[config.mk]
export PLATFORM = sky130hd
export DESIGN_NAME = cbc_top
export DESIGN_NICKNAME = d
export VERILOG_FILES = /design/src/core/cbc_pkg.sv /design/src/core/cbc_top.sv
export VERILOG_INCLUDE_DIRS = /design/src /design/src/core
export SDC_FILE = /design/constraint.sdc
export NUM_CORES = 2
export LEC_CHECK = 0
export BUFFER_PORTS_ARGS = -buffer_cell sky130_fd_sc_hd__buf_2
export CAP_MARGIN = 0
export CELL_PAD_IN_SITES_DETAIL_PLACEMENT = 0
export CELL_PAD_IN_SITES_GLOBAL_PLACEMENT = 1
export CORE_MARGIN = 8
export CORE_UTILIZATION = 36
export DETAILED_ROUTE_END_ITERATION = 16
export GPL_ROUTABILITY_DRIVEN = 0
export HOLD_SLACK_MARGIN = 0.15
export PLACE_DENSITY = 0.67
export SLEW_MARGIN = 20
export SYNTH_ARGS = -nofsm -noshare
export SYNTH_HDL_FRONTEND = slang
export SYNTH_HIERARCHICAL = 1
export SYNTH_SLANG_ARGS = --single-unit
[constraint.sdc]
create_clock -name core_clk_i -period 5.4 [get_ports core_clk_i]
set_input_delay 0.27 -clock core_clk_i [delete_from_list [all_inputs] [get_ports core_clk_i]]
set_output_delay 0.27 -clock core_clk_i [all_outputs]
set_load 0.03 [all_outputs]
[src/core/cbc_defs.svh]
// Offsets, field positions, reset values and timing constants
`ifndef CBC_DEFS_SVH
`define CBC_DEFS_SVH
`define CBC_A_CTRL 8'h00
`define CBC_A_STAT 8'h04
`define CBC_A_LEN 8'h08
`define CBC_A_BOOT 8'h0C
`define CBC_A_GOLD 8'h10
`define CBC_A_SEU 8'h14
`define CBC_A_SEDA 8'h18
`define CBC_A_CRC 8'h1C
`define CBC_C_PORT 0
`define CBC_C_START 3
`define CBC_C_SED 4
`define CBC_C_ERROE 5
`define CBC_C_FRZ 6
`define CBC_C_PAUSE 7
`define CBC_C_WID 8
`define CBC_C_UCLK 10
`define CBC_S_ADDR 8
`define CBC_S_INJ 16
`define CBC_T_LERR 5
`define CBC_T_SERR 7
`define CBC_T_OVF 8
`define CBC_LEN_RST 16'h0040
`define CBC_HDR_VER 4'hA
`define CBC_HDR_CKV 3
`define CBC_SLAVE_SERIAL_PERIPHERAL_MODE_WR 8'h02
`define CBC_SLAVE_SERIAL_PERIPHERAL_MODE_RDSR 8'h05
`define CBC_FL_READ 8'h03
`define CBC_TAP_CFG 8'hC0
`define CBC_CRC_POLY 16'h1021
`define CBC_CRC_INIT 16'hFFFF
`define CBC_FIFO_DEPTH 8
`define CBC_MCLK_DEF 3'h0
`define CBC_CORE_KHZ 50000
`define CBC_MCLK0_KHZ 2400
`define CBC_MCLK1_KHZ 4800
`define CBC_MCLK2_KHZ 9700
`define CBC_MCLK3_KHZ 19400
`define CBC_MCLK4_KHZ 38800
`define CBC_MCLK5_KHZ 62000
// Half period in core cycles, rounded up, never below one
`define CBC_HALF(k) ((((`CBC_CORE_KHZ)+2*(k)-1)/(2*(k))) < 1 ? 1 : \
    (((`CBC_CORE_KHZ)+2*(k)-1)/(2*(k))))
`endif

[src/core/cbc_pkg.sv]
// Types shared by the configuration controller
package cbc_pkg;
    typedef enum logic [1:0] {CBC_IDLE, CBC_LOAD, CBC_DONE, CBC_FAIL}
        cbc_state_t;
    typedef enum logic [2:0] {CBC_P_TAP, CBC_P_MFLASH, CBC_P_SPAR,
        CBC_P_SLAVE_SERIAL_PERIPHERAL_MODE, CBC_P_SSER} cbc_port_t;
    typedef enum logic [1:0] {CBC_W_X1, CBC_W_X2, CBC_W_X4} cbc_width_t;
endpackage : cbc_pkg

[src/core/cbc_top.sv]
// Configuration load controller with its bitstream FIFO
//
// The APB interface to the registers and the register addresses were decided locally.
`include "cbc_defs.svh"
`timescale 1ns/1ps
`default_nettype none

module cbc_fifo #(
    parameter int W = 8,
    parameter int D = `CBC_FIFO_DEPTH
) (
    input wire logic core_clk_i,
    input wire logic rst_n_i,
    input wire logic clr_i,
    input wire logic in_valid_i,
    input wire logic [W-1:0] in_data_i,
    output logic in_ready_o,
    output logic out_valid_o,
    input wire logic out_ready_i,
    output logic [W-1:0] out_data_o
);
    // Depth must be a power of two
    localparam int AW = $clog2(D);
    typedef struct packed {
        logic [D-1:0][W-1:0] mem;
        logic [AW:0] wp;
        logic [AW:0] rp;
    } cbc_fifo_st_t;
    cbc_fifo_st_t s, next_s;
    logic full, empty;

    assign empty = s.wp == s.rp;
    assign full = (s.wp[AW] != s.rp[AW]) &&
        (s.wp[AW-1:0] == s.rp[AW-1:0]);
    assign in_ready_o = !full;
    assign out_valid_o = !empty;
    assign out_data_o = s.mem[s.rp[AW-1:0]];

    always_comb begin
        next_s = s;
        if (clr_i) begin
            next_s.wp = '0;
            next_s.rp = '0;
        end else begin
            if (in_valid_i && !full) begin
                next_s.mem[s.wp[AW-1:0]] = in_data_i;
                next_s.wp = s.wp + 1'b1;
            end
            if (out_ready_i && !empty) begin
                next_s.rp = s.rp + 1'b1;
            end
        end
    end

    always_ff @(posedge core_clk_i or negedge rst_n_i) begin
        if (!rst_n_i) begin
            s <= '0;
        end else begin
            s <= next_s;
        end
    end
endmodule : cbc_fifo

module cbc_top import cbc_pkg::*; #(
    parameter int CFG_WORDS = 64,
    parameter int IOW = 8
) (
    input wire logic core_clk_i,
    input wire logic rst_n_i,
    input wire logic psel_i,
    input wire logic penable_i,
    input wire logic pwrite_i,
    input wire logic [7:0] paddr_i,
    input wire logic [31:0] pwdata_i,
    output logic [31:0] prdata_o,
    output logic pready_o,
    output logic pslverr_o,
    input wire logic tck_i,
    input wire logic tms_i,
    input wire logic tdi_i,
    input wire logic lnk_clk_i,
    input wire logic lnk_cs_n_i,
    input wire logic [7:0] lnk_data_i,
    output logic lnk_so_o,
    output logic lnk_so_oe_o,
    output logic flash_clk_o,
    output logic flash_cs_n_o,
    input wire logic [3:0] flash_dq_i,
    output logic [3:0] flash_dq_o,
    output logic [3:0] flash_dq_oe_o,
    input wire logic [IOW-1:0] user_io_i,
    output logic [IOW-1:0] io_o,
    output logic freeze_o,
    output logic done_o,
    output logic soft_err_o,
    output logic mclk_o,
    output logic user_clk_o
);
    localparam int AW = $clog2(CFG_WORDS);
    typedef struct packed {
        logic [2:0] lck;
        logic [1:0] lcs;
        logic [1:0][7:0] ld;
        logic [1:0][3:0] fdq;
        logic [2:0] tck;
        logic [2:0] tms;
        logic [1:0] tdi;
        logic sed_en, erroe, frz_en, pause, uclk_en;
        logic [1:0] wid;
        logic [15:0] len;
        logic [23:0] boot_a, gold_a;
        cbc_state_t st;
        cbc_port_t port;
        logic golden, load_err, sed_err, ovf;
        logic [15:0] idx, crc, crc_rx;
        logic [AW-1:0] sed_a, scan;
        logic [CFG_WORDS-1:0][8:0] mem;
        logic [2:0] msel, mpend;
        logic mpend_v, mclk;
        logic [7:0] hc;
        logic fl_sel, fl_en, fl_cmd, fclk;
        logic [5:0] fl_cnt;
        logic [31:0] fl_sh;
        logic [1:0] fsmp;
        logic [7:0] sh;
        logic [3:0] nb;
        logic sp_mid;
        logic [7:0] sp_cmd, so_sh, ir;
        logic [IOW-1:0] io;
        logic frz, uclk;
        logic [31:0] rdata;
    } cbc_core_st_t;

    cbc_core_st_t s, n;
    logic f_in_v, f_in_rdy, f_out_v, f_out_rdy, f_clr;
    logic [7:0] f_in_d, f_out_d;

    function automatic logic mapped(logic [7:0] a);
        return a inside {`CBC_A_CTRL, `CBC_A_STAT, `CBC_A_LEN, `CBC_A_BOOT,
            `CBC_A_GOLD, `CBC_A_SEU, `CBC_A_SEDA, `CBC_A_CRC};
    endfunction : mapped

    function automatic cbc_port_t to_port(logic [2:0] v);
        return (v > 3'h4) ? CBC_P_MFLASH : cbc_port_t'(v);
    endfunction : to_port

    function automatic logic [7:0] half_of(logic [2:0] sel);
        case (sel)
            3'h0: half_of = 8'(`CBC_HALF(`CBC_MCLK0_KHZ));
            3'h1: half_of = 8'(`CBC_HALF(`CBC_MCLK1_KHZ));
            3'h2: half_of = 8'(`CBC_HALF(`CBC_MCLK2_KHZ));
            3'h3: half_of = 8'(`CBC_HALF(`CBC_MCLK3_KHZ));
            3'h4: half_of = 8'(`CBC_HALF(`CBC_MCLK4_KHZ));
            default: half_of = 8'(`CBC_HALF(`CBC_MCLK5_KHZ));
        endcase
    endfunction : half_of

    function automatic logic [15:0] crc_step(logic [15:0] c, logic [7:0] b);
        logic [15:0] r;
        r = c ^ {b, 8'h00};
        for (int i = 0; i < 8; i++) begin
            r = r[15] ? ((r << 1) ^ `CBC_CRC_POLY) : (r << 1);
        end
        return r;
    endfunction : crc_step

    function automatic cbc_core_st_t restart(cbc_core_st_t x, cbc_port_t p,
            logic [23:0] a);
        cbc_core_st_t y;
        y = x;
        y.st = CBC_LOAD;
        y.port = p;
        y.idx = '0;
        y.crc = `CBC_CRC_INIT;
        y.nb = '0;
        y.sp_mid = 1'b0;
        y.mpend = `CBC_MCLK_DEF;
        y.mpend_v = 1'b1;
        y.fl_sel = 1'b0;
        y.fsmp = '0;
        y.fl_cmd = 1'b1;
        y.fl_cnt = '0;
        y.fl_en = 1'b0;
        y.fl_sh = {`CBC_FL_READ, a};
        return y;
    endfunction : restart

    cbc_fifo #(.W(8), .D(`CBC_FIFO_DEPTH)) u_fifo (
        .core_clk_i(core_clk_i),
        .rst_n_i(rst_n_i),
        .clr_i(f_clr),
        .in_valid_i(f_in_v),
        .in_data_i(f_in_d),
        .in_ready_o(f_in_rdy),
        .out_valid_o(f_out_v),
        .out_ready_i(f_out_rdy),
        .out_data_o(f_out_d)
    );

    assign f_out_rdy = f_out_v && !s.pause && s.st == CBC_LOAD;
    assign pready_o = 1'b1;
    assign pslverr_o = psel_i && penable_i && !mapped(paddr_i);
    assign prdata_o = s.rdata;
    assign lnk_so_o = s.so_sh[7];
    assign lnk_so_oe_o = s.port == CBC_P_SLAVE_SERIAL_PERIPHERAL_MODE && !s.lcs[1] &&
        s.sp_cmd == `CBC_SLAVE_SERIAL_PERIPHERAL_MODE_RDSR && s.sp_mid;
    assign flash_clk_o = s.fclk;
    assign flash_cs_n_o = !s.fl_sel;
    assign flash_dq_o = {3'h0, s.fl_sh[31]};
    assign flash_dq_oe_o = {3'h0, s.fl_sel && s.fl_cmd};
    assign io_o = s.io;
    assign freeze_o = s.frz;
    assign done_o = s.st == CBC_DONE;
    assign soft_err_o = s.sed_err && s.erroe;
    assign mclk_o = s.mclk;
    assign user_clk_o = s.uclk;

    always_comb begin
        logic acc, lrise, trise, tmsrise, bit_v, bit_d, byte_v, fail;
        logic [7:0] byte_d, b, st8;
        logic [3:0] w;
        logic [AW-1:0] a;
        n = s;
        f_in_v = 1'b0;
        f_in_d = 8'h00;
        f_clr = 1'b0;
        bit_v = 1'b0;
        bit_d = 1'b0;
        byte_v = 1'b0;
        byte_d = 8'h00;
        fail = 1'b0;
        b = f_out_d;
        a = s.idx[AW-1:0] - 1'b1;
        st8 = {s.st == CBC_DONE, s.load_err, s.golden, s.ovf, 2'b00, s.st};
        w = (s.wid == CBC_W_X4) ? 4'h4 : (s.wid == CBC_W_X2) ? 4'h2 : 4'h1;
        // Synchronisers for the link, flash and test port pins
        n.lck = {s.lck[1:0], lnk_clk_i};
        n.lcs = {s.lcs[0], lnk_cs_n_i};
        n.ld = {s.ld[0], lnk_data_i};
        n.fdq = {s.fdq[0], flash_dq_i};
        n.tck = {s.tck[1:0], tck_i};
        n.tms = {s.tms[1:0], tms_i};
        n.tdi = {s.tdi[0], tdi_i};
        n.fsmp = {s.fsmp[0], 1'b0};
        lrise = s.lck[1] && !s.lck[2];
        trise = s.tck[1] && !s.tck[2];
        tmsrise = s.tms[1] && !s.tms[2];
        acc = psel_i && penable_i && pwrite_i;
        if (psel_i && !penable_i) begin
            case (paddr_i)
                `CBC_A_CTRL: n.rdata = {21'h0, s.uclk_en, s.wid, s.pause,
                    s.frz_en, s.erroe, s.sed_en, 1'b0, s.port};
                `CBC_A_STAT: n.rdata = {17'h0, s.msel, s.port, s.ovf,
                    s.sed_err, s.golden, s.load_err, s.st == CBC_DONE,
                    2'b00, s.st};
                `CBC_A_LEN: n.rdata = {16'h0, s.len};
                `CBC_A_BOOT: n.rdata = {8'h00, s.boot_a};
                `CBC_A_GOLD: n.rdata = {8'h00, s.gold_a};
                `CBC_A_SEDA: n.rdata = 32'(s.sed_a);
                `CBC_A_CRC: n.rdata = {16'h0, s.crc};
                default: n.rdata = 32'h0000_0000;
            endcase
        end
        if (acc) begin
            unique case (paddr_i)
                `CBC_A_CTRL: begin
                    n.sed_en = pwdata_i[`CBC_C_SED];
                    n.erroe = pwdata_i[`CBC_C_ERROE];
                    n.frz_en = pwdata_i[`CBC_C_FRZ];
                    n.pause = pwdata_i[`CBC_C_PAUSE];
                    n.wid = pwdata_i[`CBC_C_WID +: 2];
                    n.uclk_en = pwdata_i[`CBC_C_UCLK];
                    // Port is only latched between cycles
                    if (pwdata_i[`CBC_C_START] && s.st != CBC_LOAD) begin
                        n = restart(n, to_port(pwdata_i[`CBC_C_PORT +: 3]),
                            s.boot_a);
                        n.golden = 1'b0;
                        n.load_err = 1'b0;
                        f_clr = 1'b1;
                    end
                end
                `CBC_A_STAT: begin
                    if (pwdata_i[`CBC_T_LERR]) n.load_err = 1'b0;
                    if (pwdata_i[`CBC_T_SERR]) n.sed_err = 1'b0;
                    if (pwdata_i[`CBC_T_OVF]) n.ovf = 1'b0;
                end
                `CBC_A_LEN: n.len = pwdata_i[15:0];
                `CBC_A_BOOT: n.boot_a = pwdata_i[23:0];
                `CBC_A_GOLD: n.gold_a = pwdata_i[23:0];
                `CBC_A_SEU: begin
                    if (s.st == CBC_DONE) begin
                        if (pwdata_i[`CBC_S_INJ]) begin
                            n.mem[pwdata_i[`CBC_S_ADDR +: AW]][pwdata_i[2:0]] =
                                ~s.mem[pwdata_i[`CBC_S_ADDR +: AW]][pwdata_i[2:0]];
                        end else begin
                            n.mem[pwdata_i[`CBC_S_ADDR +: AW]] =
                                {^pwdata_i[7:0], pwdata_i[7:0]};
                        end
                    end
                end
                default: ;
            endcase
        end
        // Test port instruction overrides any other port in use; a test port load already running is not restarted
        if (trise) begin
            n.ir = {s.tdi[1], s.ir[7:1]};
        end
        if (tmsrise && s.ir == `CBC_TAP_CFG &&
                !(s.st == CBC_LOAD && s.port == CBC_P_TAP)) begin
            n = restart(n, CBC_P_TAP, s.boot_a);
            f_clr = 1'b1;
        end
        // Master clock; new rate applied only at a rising point
        if (s.hc == 8'h00) begin
            n.mclk = !s.mclk;
            if (!s.mclk && s.mpend_v) begin
                n.msel = s.mpend;
                n.mpend_v = 1'b0;
                n.hc = half_of(s.mpend) - 8'h01;
            end else begin
                n.hc = half_of(s.msel) - 8'h01;
            end
        end else begin
            n.hc = s.hc - 8'h01;
        end
        if (s.st == CBC_LOAD) begin
            unique case (s.port)
                CBC_P_MFLASH: begin
                    // Flash clock gated only while low, on a full FIFO
                    if (s.hc == 8'h00 && s.mclk && s.fl_sel) begin
                        n.fl_en = f_in_rdy;
                        if (s.fl_cmd && s.fl_en) n.fl_sh = {s.fl_sh[30:0], 1'b0};
                    end
                    if (s.hc == 8'h00 && !s.mclk && s.fl_en) begin
                        n.fsmp[0] = !s.fl_cmd;
                        if (s.fl_cmd) begin
                            n.fl_cnt = s.fl_cnt + 6'h01;
                            if (s.fl_cnt == 6'h1F) n.fl_cmd = 1'b0;
                        end
                    end
                    // Pins lag the rise by two synchroniser stages
                    if (s.fsmp[1]) begin
                        unique case (w)
                            4'h4: n.sh = {s.sh[3:0], s.fdq[1]};
                            4'h2: n.sh = {s.sh[5:0], s.fdq[1][1:0]};
                            default: n.sh = {s.sh[6:0], s.fdq[1][1]};
                        endcase
                        n.nb = s.nb + w;
                        if (s.nb + w == 4'h8) begin
                            n.nb = 4'h0;
                            f_in_v = 1'b1;
                            f_in_d = n.sh;
                        end
                    end
                    if (!s.fl_sel) n.fl_sel = 1'b1;
                end
                CBC_P_SPAR: begin
                    if (lrise && !s.lcs[1]) begin
                        byte_v = 1'b1;
                        byte_d = s.ld[1];
                    end
                end
                CBC_P_SSER: begin
                    bit_v = lrise;
                    bit_d = s.ld[1][0];
                end
                CBC_P_TAP: begin
                    bit_v = trise && !s.tms[1];
                    bit_d = s.tdi[1];
                end
                CBC_P_SLAVE_SERIAL_PERIPHERAL_MODE: ;
            endcase
        end
        if (s.port == CBC_P_SLAVE_SERIAL_PERIPHERAL_MODE) begin
            if (s.lcs[1]) begin
                n.nb = 4'h0;
                n.sp_mid = 1'b0;
            end else if (lrise) begin
                bit_v = 1'b1;
                bit_d = s.ld[1][0];
                n.so_sh = {s.so_sh[6:0], 1'b0};
            end
        end
        if (bit_v) begin
            n.sh = {s.sh[6:0], bit_d};
            n.nb = s.nb + 4'h1;
            if (s.nb == 4'h7) begin
                n.nb = 4'h0;
                if (s.port != CBC_P_SLAVE_SERIAL_PERIPHERAL_MODE) begin
                    byte_v = 1'b1;
                end else if (!s.sp_mid) begin
                    n.sp_mid = 1'b1;
                    n.sp_cmd = n.sh;
                    if (n.sh == `CBC_SLAVE_SERIAL_PERIPHERAL_MODE_RDSR) n.so_sh = st8;
                end else if (s.sp_cmd == `CBC_SLAVE_SERIAL_PERIPHERAL_MODE_WR &&
                        s.st == CBC_LOAD) begin
                    byte_v = 1'b1;
                end
                byte_d = n.sh;
            end
        end
        if (byte_v) begin
            f_in_v = 1'b1;
            f_in_d = byte_d;
            if (!f_in_rdy) n.ovf = 1'b1;
        end
        // Loader: header, data words, then two check bytes
        if (f_out_rdy) begin
            n.idx = s.idx + 16'h0001;
            if (s.idx == 16'h0000) begin
                if (b[7:4] != `CBC_HDR_VER) begin
                    fail = 1'b1;
                end else if (b[`CBC_HDR_CKV]) begin
                    n.mpend = b[2:0];
                    n.mpend_v = 1'b1;
                end
            end else if (s.idx <= s.len) begin
                if (32'(s.idx) <= CFG_WORDS) n.mem[a] = {^b, b};
                n.crc = crc_step(s.crc, b);
            end else if (s.idx == s.len + 16'h0001) begin
                n.crc_rx = {b, 8'h00};
            end else begin
                if ({s.crc_rx[15:8], b} == s.crc) begin
                    n.st = CBC_DONE;
                    n.fl_sel = 1'b0;
                end else begin
                    fail = 1'b1;
                end
            end
        end
        if (fail) begin
            n.load_err = 1'b1;
            if (s.port == CBC_P_MFLASH && !s.golden) begin
                n = restart(n, CBC_P_MFLASH, s.gold_a);
                n.golden = 1'b1;
                f_clr = 1'b1;
            end else begin
                n.st = CBC_FAIL;
                n.fl_sel = 1'b0;
            end
        end
        // Scan reads only; user outputs are untouched
        if (s.st == CBC_DONE && s.sed_en) begin
            n.scan = (32'(s.scan) == CFG_WORDS - 1) ? '0 : s.scan + 1'b1;
            if (^s.mem[s.scan]) begin
                n.sed_err = 1'b1;
                n.sed_a = s.scan;
            end
        end
        n.frz = s.frz_en && n.st == CBC_LOAD;
        n.io = n.frz ? s.io : user_io_i;
        n.fclk = n.mclk && n.fl_en && n.fl_sel;
        n.uclk = n.mclk && n.st == CBC_DONE && s.uclk_en;
    end

    always_ff @(posedge core_clk_i or negedge rst_n_i) begin
        if (!rst_n_i) begin
            s <= '0;
            s.len <= `CBC_LEN_RST;
            s.msel <= `CBC_MCLK_DEF;
        end else begin
            s <= n;
        end
    end
endmodule : cbc_top
`default_nettype wire

==> Word level (Yosys, flattened, before mapping) <==
Index checks and enable logic that the tools add are counted.
{ "totals": {"register_bits": 964, "latch_bits": 0, "ramBits": 0, "romBits": 0, "inputBits": 70, "out_inout_bits": 59, "wordCells": 450, "n_memories": 0} }
{ "op_classes": {"add_sub_neg": 12, "multipliers": 0, "div_mod_pow": 0, "magnitude_cmp": 13, "eq_ne": 41, "shift": 0, "n_mux": 179, "n_bitwise": 11, "reduce_logical": 69} }
{ "op_table": {"columns": ["operator", "n"], "rows": [
  ["576-bit two-way mux", 6],
  ["784-bit two-way mux", 3],
  ["576-bit bitwise mux", 3],
  ["576-bit one-hot mux with 2 select lines", 1],
  ["855-bit two-way mux", 1],
  ["659-bit two-way mux", 1],
  ["8-bit two-way mux", 29],
  ["24-bit one-hot mux with 7 select lines", 1],
  ["9-bit demux with 6-bit select", 3],
  ["139-bit two-way mux", 1],
  ["13-bit two-way mux", 10],
  ["32-bit two-way mux", 4],
  ["122-bit two-way mux", 1],
  ["9-bit binary-select mux with 6-bit select", 2],
  ["24-bit one-hot mux with 2 select lines", 2],
  ["38-bit two-way mux", 2],
  ["64-bit bitwise mux", 1],
  ["60-bit two-way mux", 1],
  ["1-bit two-way mux", 54],
  ["16-bit two-way mux", 3],
  ["48-bit two-way mux", 1],
  ["1-bit logical AND", 41],
  ["17-bit two-way mux", 2],
  ["16-bit by 1-bit adder with 16-bit output (second input constant)", 2],
  ["65 further kinds", 150]
]} }

==> Depth between registers and ports, before layout <==
{ "depth": {"depth_word": 27, "ltp_mapped": 19, "depth_no_buf": 15} }

==> By module <==
The synthesis kept the hierarchy.
{ "modules_own_cells": {"columns": ["mod", "n_inst", "cells_each", "area_per_inst_um2", "seq_area_each_um2"], "rows": [
  ["cbc_top", 1, 6967, 62039.5, 21897.3],
  ["cbc_fifo", 1, 227, 3514.6, 1801.7]
]} }

==> Worst setup path before layout <==
Ideal clock, no wire load.
{ "synth_timing": {"path_type": "register to register", "startpoint": "register u_fifo/s[0] (netlist name)", "endpoint": "register u_fifo/s[40] (netlist name)", "setup_ns": 0.125, "arrival_time_ns": 5.180, "required_time_ns": 5.275, "slack_ns": 0.095, "stages_incl_launch_ff": 20, "cell_sequence": "dfrtp_1 > buf_2 > buf_2 > mux4_2 > mux2_2 > clkbuf_1 > inv_1 > clkbuf_1 > clkbuf_1 > ha_1 > a211o_1 > a21boi_1 > nand2b_1 > buf_2 > clkbuf_1 > nand2_1 > clkbuf_1 > nor3b_1 > nand4b_2 > mux2_2"} }
{ "synth_between": {"elab_chain_len": 11, "word_cells_on_any_way": 21, "cone_classes": "4 x eq/ne; 9 x mux; 1 x bitwise; 7 x reduce/logical"} }
{ "synth_rtl": {"columns": ["element", "line", "source"], "rows": [
  ["start: declaration", "cbc_top.sv:29", "cbc_fifo_st_t s, next_s;"],
  ["start signal: assignment", "cbc_top.sv:59", "s <= next_s;"],
  ["8-bit binary-select mux with 3-bit select *", "cbc_top.sv:37", "assign out_data_o = s.mem[s.rp[AW-1:0]];"],
  ["8-bit two-way mux (implied by the code) *", "cbc_top.sv:37", null],
  ["named net f_out_d[6]", "cbc_top.sv:136", "logic [7:0] f_in_d, f_out_d;"],
  ["16-bit equality test", "cbc_top.sv:423", "if ({s.crc_rx[15:8], b} == s.crc) begin"],
  ["1-bit two-way mux", "cbc_top.sv:423", null],
  ["1-bit two-way mux", "cbc_top.sv:420", "end else if (s.idx == s.len + 16'h0001) begin"],
  ["1-bit two-way mux", "cbc_top.sv:417", "end else if (s.idx <= s.len) begin"],
  ["1-bit two-way mux *", "cbc_top.sv:410", "if (s.idx == 16'h0000) begin"],
  ["1-bit two-way mux *", "cbc_top.sv:408", "if (f_out_rdy) begin"],
  ["1-bit two-way mux *", "cbc_top.sv:431", "if (fail) begin"],
  ["named net f_clr", "cbc_top.sv:135", "logic f_in_v, f_in_rdy, f_out_v, f_out_rdy, f_clr;"],
  ["1-bit NOT (no source line) *", null, null],
  ["2-bit AND reduction (no source line) *", null, null]
]} }
Mark *: on every way through the listed nets, which the timed path passes. The rest lies on a longest branch. The select of a mux whose other input is x is not followed.
A chain may end at the register's enable or synchronous reset.

==> results.sh <==
export IMPL_grt_max_degree=145
export IMPL_period_share_pct=92.8
export IMPL_drtAntennaViolNets=0
export IMPL_clockPowerShare_pct=44.0
export IMPL_hp_class="primary input to register"
export IMPL_clk_pin_slew_ns=0.06
export IMPL_place_hpwl_um=202000
export IMPL_arrival_ns=5.70
export IMPL_grt_total_usage_pct=30.6
export IMPL_ys_flop_type="dfrtp_1"
export IMPL_pwr_share_seq_pct=39.4
export IMPL_wire_per_inst_um=33.5
export IMPL_finalNetCount=7099
export IMPL_slew_headroom_pct=13.8
export IMPL_fmax_mhz=200
export IMPL_async_reset_ff_share_pct=100
export IMPL_min_period_ns=5.01
export IMPL_cts_tree="done"
export IMPL_initial_core_util_pct=36.2
export IMPL_p_total_mw=19.2
export IMPL_p_int_mw=13.0
export IMPL_combinationalPowerShare_pct=16.5
export IMPL_finalHoldViolations=0
export IMPL_start_kind="register"
export IMPL_synthMuxAreaShare_pct=17.8
export IMPL_drt_initial_drc_count=10100
export IMPL_drive_above_1_share_pct=18.2
export IMPL_viasPerCell=6.96
export IMPL_synth_adder_area_share_pct=0.737
export IMPL_yosysSeqAreaShare_pct=36.2
export IMPL_synth_top_family_by_area="compound AO/OA/AOI/OAI gates"
export IMPL_finalSetupTns_ns=0
export IMPL_yosys_register_bits=947
export IMPL_clk_latency_ns=0.81
export IMPL_avgSynthCellArea_um2=9.11
export IMPL_max_vdd_ir_drop_mv=0.401
export IMPL_synth_edf_count=0
export IMPL_drc=0
export IMPL_endpoint_kind="register"
export IMPL_switchingPower_mw=6.13
export IMPL_synth_compound_area_share_pct=27.5
export IMPL_grt_pass1_wl_um=451000
export IMPL_h_tree_depth=3
export IMPL_core_area_um2=181000
export IMPL_numCtsBuffers=112
export IMPL_drv_slew=0
export IMPL_rsz0062_at_grt="no"
export IMPL_finalSetupViolations=0
export IMPL_grt_pass1_vias=60600
export IMPL_antenna_found_initial=26
export IMPL_die_width_um=443
export IMPL_grt_overflow_total=0
export IMPL_drt_total_wl_um=318000
export IMPL_syn_inst=7194
export IMPL_nFillCells=17600
export IMPL_area_growth_pct=12.6
export IMPL_io_pins=129
export IMPL_synth_xor_area_share_pct=1.35
export IMPL_netSwitchingFraction_pct=32.0
export IMPL_cp_max_fo=11
export IMPL_clockBufferDepth=3
export IMPL_worst_setup_path_type="register to register"
export IMPL_leakage_nw=29.9
export IMPL_worst_slew_pin_slew_ns=1.29
export IMPL_outcome="finished clean"
export IMPL_synth_simple_gate_area_share_pct=10.5
export IMPL_clockRootBuffer="clkbuf_16"
export IMPL_finClkSkew_ns=0.0349
export IMPL_cts_sinks=947
export IMPL_synth_warnings=6
export IMPL_via_count=66000
export IMPL_synth_cell_types=94
export IMPL_synth_area_um2=65600
export IMPL_regArea_um2=23700
export IMPL_whs_ns=0.197
export IMPL_multi_input_area_um2=38400
export IMPL_drt_first_pass_iters=9
export IMPL_port_buffers=105
export IMPL_dieArea_um2=196000
export IMPL_p_per_area_nw_per_um2=260
export IMPL_rows=156
export IMPL_cts_repair_resized=0
export IMPL_maxCapViolations=0
export IMPL_cp_required_ns=6.09
export IMPL_die_y_um=443
==> cell usage after synthesis, drive strengths merged (13+ instances only) <==
library cell | count | area, um2
a21oi | 1201 | 6010
dfrtp | 946 | 23700
clkbuf | 636 | 2390
nand2 | 506 | 1900
a31oi | 429 | 2680
a22o | 386 | 3380
mux2i | 351 | 3510
o21ai | 331 | 1660
nor2 | 324 | 1220
nor3 | 273 | 1380
mux2 | 267 | 3040
mux4 | 228 | 5130
buf | 214 | 1250
nand3 | 90 | 455
a22oi | 89 | 668
o211ai | 77 | 578
o22ai | 73 | 457
xnor2 | 65 | 569
a311o | 61 | 611
inv | 59 | 221
o221ai | 47 | 412
ha | 37 | 463
nand4 | 37 | 238
or2 | 36 | 225
nand2b | 32 | 200
xor2 | 32 | 295
nor2b | 31 | 194
a221oi | 28 | 258
or3 | 27 | 169
and3 | 25 | 156
a311oi | 22 | 193
and2 | 21 | 131
a211oi | 18 | 135
nor4 | 16 | 130
a21o | 15 | 113
nand3b | 15 | 113
o21a | 14 | 105
o31ai | 13 | 97.6
==> cells in the final DEF, fill, tap and decap left out, drive strengths merged, types with 63 or more instances in the layout <==
cell,instances
a21oi,1201
dfrtp,946
nand2,506
buf,457
a31oi,429
a22o,386
mux2i,351
o21ai,331
nor2,324
nor3,273
mux2,267
mux4,228
clkbuf,166
nand3,90
a22oi,89
o211ai,77
o22ai,73
xnor2,65
inv,63
==> state kept, by name, indices dropped and copies added (netlist names) <==
register,flops
flash_clk_o,1
flash_dq_o,1
freeze_o,1
io_o,8
lnk_so_o,1
mclk_o,1
prdata_o,24
s,837
u_fifo/s,72
user_clk_o,1
==> metrics by stage <==
step | cells | util [%] | setup WS [ns] | cell area (um2)
5_1_grt | 9462 | 40.8 | 0.0994 | 73800
3_3_place_gp | 9184 | 38.2 | 0.416 | 69100
3_5_place_dp | 9184 | 38.2 | 0.394 | 69100
4_1_cts | 9458 | 40.8 | 0.382 | 73700
2_1_floorplan | 7207 | - | 0.0954 | 65600
6_report | 9483 | 40.8 | 0.389 | 73800
==> critical path, cell delays in order (launching register included) <==
cell	delay [ns]
dfstp_2	0.59
nand3_1	0.09
or3_1	0.42
or3_1	0.42
o211a_1	0.22
o32ai_1	0.24
o2111ai_1	0.25
o211a_2	0.26
a21boi_1	0.33
nand2b_2	0.20
nand2_1	0.23
nand3b_1	0.40
or4b_1	0.84
mux2_4	0.40
==> layout make-up <==
class,count,share of cell area (%)
antenna,24,0.0814
clock buffer,165,4.54
clock inverter,47,0.903
inverter,60,0.305
multi-input combinational,5350,52.0
sequential,947,32.1
tap,2370,4.02
timing repair buffer,520,6.03
==> path summary, 6_finish.rpt <==
check / startpoint / to / slack (ns) / cells past startpoint
max in group asynchronous: rst_n_i / s[61] / 3.24 / 4
worst min register to register: s[860] / s[861] / 0.34 / 0
worst max register to register: s[838] / u_fifo/s[34] / 0.39 / 13
min in group asynchronous: rst_n_i / s[70] / 0.60 / 3
worst max-delay path: s[838] / u_fifo/s[34] / 0.39 / 13
worst min-delay path: psel_i / prdata_o[15] / 0.20 / 4
==> per-layer routing <==
layer | GRT usage, % | share of wire, %
met4 | 19.0 | 7.3
met5 | 0.0244 | 0.036
met2 | 43.2 | 41
met3 | 10.7 | 13
met1 | 39.8 | 38
==> cell families after synthesis <==
family / Yosys count
compound gates: 2878
xor+xnor: 98
fa+ha+maj: 38
buf+inv: 910
flops: 947
mux: 846
other cells: 2
simple gates: 1475
==> repair_timing <==
action                                 CTS  global route
endpoints found under the hold margin  152             0
hold buffers                            62             0
setup buffers                            0             0
==> power groups by stage <==
stage               combinational [mW]  clock, mW  sequential [mW]
floorplan                         1.67          0             7.59
detailed placement                3.00          0             7.68
finish                            3.17       8.44             7.55
CTS                               3.05       8.51             7.55
global route                      3.28       8.79             7.58
global placement                  3.00          0             7.67
Note: power is estimated with default switching activity, not from simulation.
